**src/core/fbs_params.svh**
```systemverilog
// Purpose: constants of the flash boot swap and shield window block
// Assumes: 20-bit array address, 1 KB blocks, 64 blocks, 4 KB boot clusters
// Notes: offsets, field positions, window and swap reset values live here; other widths and reset values are written out in the code
`ifndef FBS_PARAMS_SVH
`define FBS_PARAMS_SVH
`define FBS_ADDR_W 20
`define FBS_BLK_W 6
`define FBS_BLK_LSB 10
`define FBS_BLK_MSB 15
`define FBS_CLUS_BIT 12
`define FBS_SWAP_TOP_LSB 13
`define FBS_SWAP_TOP_ZERO 7'h00
`define FBS_BC0_LO 20'h00000
`define FBS_BC0_HI 20'h00fff
`define FBS_BLK_UPPER_ZERO 4'h0
`define FBS_WIN_START_RST 6'h00
`define FBS_WIN_END_RST 6'h3f
`define FBS_SWAP_RST 1'h0
`endif

```
**src/core/fbs_pkg.sv**
```systemverilog
// Purpose: types shared by the flash boot swap and shield window block
// Assumes: nothing beyond the params header
// Notes: states are one-hot
package fbs_pkg;
	typedef enum logic [0:0] {
		FBS_OP_ERASE = 1'h0,
		FBS_OP_WRITE = 1'h1
	} fbs_op_t;
	typedef enum logic [1:0] {
		FBS_ST_LOAD = 2'h1,
		FBS_ST_RUN = 2'h2
	} fbs_state_t;
endpackage : fbs_pkg

```
**src/core/fbs_chk_if.sv**
```systemverilog
// Purpose: carries one access check between the top and the checker
// Assumes: single clock, checker is purely combinational
// Notes: req side drives the question, chk side drives the verdict
`timescale 1ns/10ps
interface fbs_chk_if;
	logic [19:0] addr;
	logic mode_self;
	logic mode_ext;
	logic bc0_protect;
	logic [5:0] win_start;
	logic [5:0] win_end;
	logic in_window;
	logic bc0_hit;
	logic allow;
	modport req (output addr, output mode_self, output mode_ext, output bc0_protect,
		output win_start, output win_end, input in_window, input bc0_hit, input allow);
	modport chk (input addr, input mode_self, input mode_ext, input bc0_protect,
		input win_start, input win_end, output in_window, output bc0_hit, output allow);
endinterface : fbs_chk_if

```
**src/core/fbs_access_check.sv**
```systemverilog
// Purpose: decides whether one erase or write address may be touched
// Assumes: address already translated through the boot swap
// Notes: purely combinational; the top registers the verdict
`timescale 1ns/10ps
`include "fbs_params.svh"
module fbs_access_check (
	fbs_chk_if.chk ch
);
	logic [5:0] blk;
	logic upper_clear;

	// block index of the address; blocks above the 64 KB array never match
	assign blk = ch.addr[`FBS_BLK_MSB:`FBS_BLK_LSB];
	assign upper_clear = (ch.addr[`FBS_ADDR_W-1:`FBS_BLK_MSB+1] == `FBS_BLK_UPPER_ZERO);

	// inclusive range; start above end gives an empty window
	assign ch.in_window = upper_clear && (blk >= ch.win_start) && (blk <= ch.win_end);

	// cluster 0 protection window
	assign ch.bc0_hit = ch.bc0_protect && (ch.addr >= `FBS_BC0_LO) && (ch.addr <= `FBS_BC0_HI);

	// protection first, then the mode: external ignores the window, self keeps to it
	always_comb begin
		if (ch.bc0_hit) begin
			ch.allow = 1'b0;
		end else if (ch.mode_ext) begin
			ch.allow = 1'b1;
		end else if (ch.mode_self) begin
			ch.allow = ch.in_window;
		end else begin
			ch.allow = 1'b0;
		end
	end
endmodule : fbs_access_check

```
**src/core/fbs_top.sv**
```systemverilog
// Purpose: boot swap address translation and shield window gate for a flash array
// Assumes: all inputs come from logic on mclk_in; swap_nv_in mirrors the stored swap flag
// Notes: swap changes only take hold after a reset, so a half rewritten cluster never runs
`timescale 1ns/10ps
`include "fbs_params.svh"
module fbs_top (
	input wire logic mclk_in,
	input wire logic rst_in,
	input wire logic mode_self_in,
	input wire logic mode_ext_in,
	input wire logic bc0_protect_in,
	input wire logic win_wr_in,
	input wire logic [5:0] win_start_in,
	input wire logic [5:0] win_end_in,
	input wire logic swap_nv_in,
	input wire logic swap_set_in,
	input wire logic swap_clr_in,
	input wire logic [19:0] fetch_addr_in,
	input wire logic req_valid_in,
	input wire fbs_pkg::fbs_op_t req_op_in,
	input wire logic [19:0] req_addr_in,
	input wire logic err_clr_in,
	output logic boot_ready_out,
	output logic swap_active_out,
	output logic swap_nv_out,
	output logic [5:0] win_start_out,
	output logic [5:0] win_end_out,
	output logic [19:0] fetch_addr_out,
	output logic acc_valid_out,
	output fbs_pkg::fbs_op_t acc_op_out,
	output logic [19:0] acc_addr_out,
	output logic rej_out,
	output logic err_flag_out
);
	fbs_pkg::fbs_state_t state_reg;
	logic swap_act_reg;
	logic swap_nv_reg;
	logic [5:0] win_start_reg;
	logic [5:0] win_end_reg;
	logic [19:0] fetch_addr_reg;
	logic acc_valid_reg;
	fbs_pkg::fbs_op_t acc_op_reg;
	logic [19:0] acc_addr_reg;
	logic rej_reg;
	logic err_flag_reg;
	logic running;
	logic win_upd;
	logic [19:0] req_phys;

	fbs_chk_if ch ();

	// flip bit 12 inside the lowest 8 KB when the swap is active
	function automatic logic [19:0] fbs_xlate(input logic [19:0] a, input logic sw);
		logic [19:0] r;
		r = a;
		if (sw && (a[`FBS_ADDR_W-1:`FBS_SWAP_TOP_LSB] == `FBS_SWAP_TOP_ZERO)) begin
			r[`FBS_CLUS_BIT] = ~a[`FBS_CLUS_BIT];
		end
		return r;
	endfunction : fbs_xlate

	assign running = (state_reg == fbs_pkg::FBS_ST_RUN);
	assign win_upd = running && win_wr_in && (mode_ext_in || mode_self_in);
	assign req_phys = fbs_xlate(req_addr_in, swap_act_reg);

	// question to the checker
	assign ch.addr = req_phys;
	assign ch.mode_self = mode_self_in;
	assign ch.mode_ext = mode_ext_in;
	assign ch.bc0_protect = bc0_protect_in;
	assign ch.win_start = win_start_reg;
	assign ch.win_end = win_end_reg;

	fbs_access_check u_check (
		.ch(ch)
	);

	// boot sequence: the stored flag is caught one cycle after reset release
	always_ff @(posedge mclk_in) begin
		if (rst_in) begin
			state_reg <= fbs_pkg::FBS_ST_LOAD;
		end else begin
			unique case (state_reg)
				fbs_pkg::FBS_ST_LOAD: begin
					state_reg <= fbs_pkg::FBS_ST_RUN;
				end
				fbs_pkg::FBS_ST_RUN: begin
					state_reg <= fbs_pkg::FBS_ST_RUN;
				end
				default: begin
					state_reg <= fbs_pkg::FBS_ST_LOAD;
				end
			endcase
		end
	end

	// active swap is frozen between resets; commits only reach the stored flag
	always_ff @(posedge mclk_in) begin
		if (rst_in) begin
			swap_act_reg <= `FBS_SWAP_RST;
		end else if (state_reg == fbs_pkg::FBS_ST_LOAD) begin
			swap_act_reg <= swap_nv_in;
		end
	end

	// stored flag mirror: set beats clear so a racing commit is kept
	always_ff @(posedge mclk_in) begin
		if (rst_in) begin
			swap_nv_reg <= `FBS_SWAP_RST;
		end else if (state_reg == fbs_pkg::FBS_ST_LOAD) begin
			swap_nv_reg <= swap_nv_in;
		end else if (swap_set_in) begin
			swap_nv_reg <= 1'b1;
		end else if (swap_clr_in) begin
			swap_nv_reg <= 1'b0;
		end
	end

	// window bounds, writable in either programming mode
	always_ff @(posedge mclk_in) begin
		if (rst_in) begin
			win_start_reg <= `FBS_WIN_START_RST;
			win_end_reg <= `FBS_WIN_END_RST;
		end else if (win_upd) begin
			win_start_reg <= win_start_in;
			win_end_reg <= win_end_in;
		end
	end

	// fetch translation, one cycle of latency
	always_ff @(posedge mclk_in) begin
		if (rst_in) begin
			fetch_addr_reg <= 20'h00000;
		end else begin
			fetch_addr_reg <= fbs_xlate(fetch_addr_in, swap_act_reg);
		end
	end

	// verdict on each request; requests during boot load are refused
	always_ff @(posedge mclk_in) begin
		if (rst_in) begin
			acc_valid_reg <= 1'b0;
			rej_reg <= 1'b0;
			acc_op_reg <= fbs_pkg::FBS_OP_ERASE;
			acc_addr_reg <= 20'h00000;
		end else begin
			acc_valid_reg <= req_valid_in && running && ch.allow;
			rej_reg <= req_valid_in && !(running && ch.allow);
			if (req_valid_in) begin
				acc_op_reg <= req_op_in;
				acc_addr_reg <= req_phys;
			end
		end
	end

	// sticky error: a refusal in the clear cycle still lands
	always_ff @(posedge mclk_in) begin
		if (rst_in) begin
			err_flag_reg <= 1'b0;
		end else if (req_valid_in && !(running && ch.allow)) begin
			err_flag_reg <= 1'b1;
		end else if (err_clr_in) begin
			err_flag_reg <= 1'b0;
		end
	end

	assign boot_ready_out = running;
	assign swap_active_out = swap_act_reg;
	assign swap_nv_out = swap_nv_reg;
	assign win_start_out = win_start_reg;
	assign win_end_out = win_end_reg;
	assign fetch_addr_out = fetch_addr_reg;
	assign acc_valid_out = acc_valid_reg;
	assign acc_op_out = acc_op_reg;
	assign acc_addr_out = acc_addr_reg;
	assign rej_out = rej_reg;
	assign err_flag_out = err_flag_reg;
endmodule : fbs_top

```
**config.mk**
```make
export PLATFORM = sky130hd
export DESIGN_NAME = fbs_top
export DESIGN_NICKNAME = d
export VERILOG_FILES = /design/src/core/fbs_pkg.sv /design/src/core/fbs_chk_if.sv /design/src/core/fbs_access_check.sv /design/src/core/fbs_top.sv
export VERILOG_INCLUDE_DIRS = /design/src /design/src/core
export SDC_FILE = /design/constraint.sdc
export NUM_CORES = 1
export LEC_CHECK = 0
export BUFFER_PORTS_ARGS = -buffer_cell sky130_fd_sc_hd__buf_2
export CORE_ASPECT_RATIO = 0.6
export CORE_MARGIN = 1
export CORE_UTILIZATION = 40
export DETAILED_ROUTE_END_ITERATION = 8
export MAX_ROUTING_LAYER = met4
export PLACE_DENSITY_LB_ADDON = 0.1
export SYNTH_ARGS = -nofsm -noshare
export SYNTH_HDL_FRONTEND = slang
export SYNTH_SLANG_ARGS = --single-unit
```
**constraint.sdc**
```tcl
create_clock -name mclk_in -period 5.55 [get_ports mclk_in]
set_input_delay 1.11 -clock mclk_in [delete_from_list [all_inputs] [get_ports mclk_in]]
set_output_delay 1.11 -clock mclk_in [all_outputs]
set_load 0.03 [all_outputs]
```
==> metrics.txt, run 1 <==
share of cells above drive strength 1 0.387; post-synth top area share 0.511; vias in the first global route 1789; worst vdd ir 0.222 mV; Setup TNS 0 ps; die area 0.00620 mm²; Setup Buffers After CTS 0; hold buffers post-CTS 0; I/O Pins between 100 and 150; syn_area_per_cell 9.71 µm²; CP max FO 3; post-DP HPWL between 4 and 5 mm; Reg clk slew, reported paths 60 ps; outcome finished, final reports clean; clk root buf clkbuf_8; area growth from synthesis to layout 38.4%; Worst Hold Class reg -> reg; # resized after CTS 0; largest net degree at the start of global routing 59; min Tclk post-route 3220 ps; crit end category register; # setup viols final 0; via count 2059; Clock Latency Late Sink between 300 and 400 ps; Net Sw Frac 0.292; Synth Instances 242; Yosys warnings 0; Clk pwr share 0.372; DP Cell Count approximately 440; most frequent cells after synthesis 60 x dfxtp_1, 32 x nor2_1, 21 x mux2i_1, 21 x nand2_1, 21 x nor2b_1; non-filler cells in the finished layout 452; post-synthesis sequential area ratio 0.511; clk_skew 4.90 ps; post-synthesis async set-or-reset flop share 0; RSZ-0062 raised after global routing no; crit start category input pin; routed len/inst 12.7 µm; antenna fix cells 0; All-Layer GR Usage 0.206; Port Buffers about 120; fmax 310 MHz; Initial Utilization 0.418; pin slew with the least headroom to its limit between 700 and 800 ps; Die W 101 µm; Num Clock Sinks 60; largest cells by area after synthesis dfxtp_1 51%, mux2i_1 8.9%, ha_1 7.5%; NetSw 339 µW; Max Cap Viol 0; Pleak 0.00167 µW; Pins Over Slew Limit 0; Detail Route Antenna Nets 0; CTS max path bufs 2; routed vias/inst 4.56; pwr dens 357 mW/mm²; Gate power share 0.208; count leader, synth dfxtp_1; total wire length 5.73 mm; initial antenna violation count 0; fin crit share 0.581; global-route wire length before repair roughly 8.8 mm; Hold Slack 483 ps; DRC 0; Cell variety after synth 33; CTS tree yes; CP arrival 3430 ps; Synth Cell Area 0.00235 mm²; area leader, netlist dfxtp_1; Crit Path Class in -> reg; Post-synth EDFFs 0; Iteration-0 DRC Markers 64; flops & latches, synth 60; syn nets 320; Hold Fails Final Rpt 0; ys flop type dfxtp_1; global placement routability congestion 0.859; total CTS buffers 9; height of the die 61.4 µm; max_slew headroom 0.472; layout net count 445; H-tree levels 3; core area 0.00562 mm²; Int Pwr 821 µW; Worst Path Required ~5800 ps; drt pass-1 iters 4; Overflow after GRT 0; share of total power in sequential cells 0.421; number of core rows 21
[worst max-delay path, cell delays in order]
cell	delay, ps
buf_2	110
or4_4	560
nor4_4	180
nand2_1	100
xor2_1	200
inv_1	100
ha_1	280
nand4_1	70
o221a_2	280
nor3_1	290
o211ai_1	150
[cells in the final DEF, fill, tap and decap left out, types with 2 or more instances in the layout]
master     Yosys  routed
a21oi_1       14      14
o211ai_1       3       3
buf_2          2     122
nand2_1       21      21
inv_1         19      19
mux2i_1       21      21
clkbuf_8       0      10
nor2b_1       21      21
bufinv_16      0       2
clkinv_2       0       3
a211o_1        5       5
buf_4          0       2
xor2_1         2       2
ha_1          14      14
nor2_1        32      32
dfxtp_1       60      60
o21ai_0        2       2
[layout make-up]
cell class	instances	area (µm²)
fillers	558	2370
clock buffers	11	141
clock inverters	5	75.1
flip-flops and latches	60	1200
repair buffers	124	626
inverters	19	71.3
well taps	80	100
multi-input cells	153	1040
[power groups by stage]
| stage | combinational (µW) | clock (µW) | sequential, µW |
|---|---|---|---|
| finish | 241 | 431 | 488 |
| floorplan | 98.8 | 0 | 559 |
| global route | 265 | 464 | 492 |
| global placement | 240 | 0 | 496 |
| detailed placement | 241 | 0 | 498 |
| CTS | 242 | 440 | 488 |
[final timing paths]
check,start,to,slack [ps],cells past startpoint
hold / removal,win_start_out[1],win_start_out[1],480,2
hold reg to reg,win_start_out[1],win_start_out[1],480,2
setup reg to reg,swap_active_out,err_flag_out,3510,8
setup / recovery,req_addr_in[16],err_flag_out,2330,11
[cell families (layout without fill, tap and decap cells)]
family,count (synthesis),count (layout),share of synthesized area
compound gates,30,30,0.0868
xor+xnor,3,3,0.0112
fa+ha+maj,14,14,0.0745
buf+inv,29,159,0.0474
flops,60,60,0.511
mux,21,21,0.0894
simple gates,85,85,0.180
[metal layers]
| layer | up-vias | track usage | routed length (µm) |
|---|---|---|---|
| li1 | 1056 | - | - |
| met1 | 901 | 0.279 | 3040 |
| met2 | 96 | 0.272 | 2110 |
| met3 | 6 | 0.0840 | 537 |
| met4 | 0 | 0.0704 | 40 |
| met5 | - | - | 0 |
[per-stage QoR]
stage                      util  setup slack, ps  power [µW]  cell area (µm²)
after CTS                 0.579             2330        1170             3250
after floorplan               -             2340         657             2350
after global routing      0.579             2160        1220             3250
final                     0.579             2330        1160             3250
after detailed placement  0.540             1990         739             3040
after global placement    0.540             2050         736             3040
No activity file was read; power rests on OpenSTA's default activity.
==> run 2: changes to the inputs <==
==> constraint.sdc (replaced) <==
create_clock -name mclk_in -period 3.35 [get_ports mclk_in]
set_input_delay 0.67 -clock mclk_in [delete_from_list [all_inputs] [get_ports mclk_in]]
set_output_delay 0.67 -clock mclk_in [all_outputs]
set_load 0.03 [all_outputs]
==> metrics.txt, run 2 (same netlist as run 1, synthesis figures left out) <==
routed len/inst 12.4 µm; Hold Crit Depth 2; Num Clock Sinks 60; wl on met1 roughly 3.0 mm; core area approximately 0.0056 mm²; worst vdd ir between 0.3 and 0.4 mV; Initial Utilization 0.418; Hold Fails Final Rpt 0; max_slew headroom 0.503; Max Cap Viol 0; cell mode on critical path o211ai_1; Worst path top cell family by delay simple AND/OR/NAND/NOR gates; Worst Path Required about 3600 ps; Crit Path Class in -> reg; I/O Pins 123; Met3 Wirelength ~500 µm; CP arrival 2960 ps; met2 WL just over 2 mm; clk root buf clkbuf_8; final instance area 0.00325 mm²; Reg clk slew, reported paths 70 ps; via count 2021; worst r2r path cells 9; initial antenna violation count 0; Port Buffers 122; clk_skew around 2.1 ps; critical-path cell list buf_2 > or4_4 > nor4_4 > nand2_1 > xor2_1 > inv_1 > ha_1 > and4_1 > o21ai_0 > o211ai_1 > a32oi_1 > o211ai_1; Setup TNS 0 ps; Clock Latency Late Sink 330 ps; outcome finished, final reports clean; # resized after CTS 0; most frequent cells in the layout 122 x buf_2, 60 x dfxtp_1, 32 x nor2_1; global placement routability congestion 0.818; Iteration-0 DRC Markers 59; Setup Buffers After CTS 0; Worst Hold Class reg -> reg; die area between 0.006 and 0.007 mm²; Detail Route Antenna Nets 0; H-tree levels 3; total wire length about 5.6 mm; drt pass-1 iters 4; height of the die 61.4 µm; Final Power 1860 µW; layout net count between 400 and 500; # setup viols final 0; CTS tree yes; routed vias/inst 4.46; pwr dens 574 mW/mm²; Pins Over Slew Limit 0; crit end category register; total CTS buffers 9; fmax 363 MHz; DRC 0; hold buffers post-CTS 0; largest net degree at the start of global routing 34; Die W slightly above 100 µm; share of cells above drive strength 1 0.389; antenna fix cells 0; fin crit share 0.822; commonest non-fill, non-tap cell in the layout buf_2; area growth from synthesis to layout 38.1%; Pleak 0.00167 µW; RSZ-0062 raised after global routing no; CTS max path bufs 2; critical path's largest stage delay 560 ps; global-route wire length before repair between 8 and 9 mm; CP Buf/Inv Count 2; crit start category input pin; Seq. cell area 0.00120 mm²; slowest CP cell or4_4; pin slew with the least headroom to its limit between 700 and 800 ps; min Tclk post-route 2750 ps; Overflow after GRT 0; multi-input logic area 0.00104 mm²; CP max FO 2; vias in the first global route 1825; Fill cells 568; All-Layer GR Usage 0.203; number of core rows 21; post-DP HPWL 4.26 mm; WP depth 12; Placed Area 0.00304 mm²; DR top layer met4
[run 2: changes by cell type in the layout (fill, tap and decap cells not counted)]
cell / change
buf_4: +1
bufinv_16: -1
clkbuf_8: +1
clkinv_2: -1
clkinvlp_4: +1
[run 2: worst register-to-register path: cells and delay by family, from the launching register on]
| kind | cells | cell delay, ps |
|---|---|---|
| flip-flops | 1 | 420 |
| AO/OA/AOI/OAI | 4 | 590 |
| AND/OR/NAND/NOR | 2 | 270 |
| buffers and inverters | 1 | 110 |
| adder cells (fa/ha/maj) | 1 | 270 |
| XOR/XNOR | 1 | 210 |
[run 2: metrics by stage]
stage               std cells  utilization  hold slack (ps)  setup slack, ps
floorplan                 242            -              513              577
global placement          437        0.541              460              290
detailed placement        437        0.541              475              275
CTS                       453        0.577              484              622
global route              453        0.577              498              429
finish                    453        0.577              483              598
[run 2: where the power goes]
| part | internal, µW | switching (µW) |
|---|---|---|
| logic | 148 | 251 |
| registers | 777 | 31.0 |
| clock network | 382 | 274 |
| total | 1310 | 557 |
[run 2: metal layers]
layer | track usage | vias to the layer above
met1 | 0.278 | 872
li1 | - | 1055
met2 | 0.264 | 86
met4 | 0.0807 | 0
met3 | 0.0783 | 8
met5 | - | -
[run 2: area by class of cell]
cell class | count | area share
Clock buffer | 12 | 0.0478
Clock inverter | 4 | 0.0146
Inverter | 19 | 0.0220
Multi-Input combinational cell | 153 | 0.320
Sequential cell | 60 | 0.370
Tap cell | 80 | 0.0308
Timing Repair Buffer | 125 | 0.195
[run 2: worst paths after layout]
check	from	end	slack (ps)
setup reg to reg	swap_active_out	err_flag_out	1360
hold / removal	acc_addr_out[4]	acc_addr_out[4]	480
setup / recovery	req_addr_in[16]	err_flag_out	600
hold reg to reg	acc_addr_out[4]	acc_addr_out[4]	480
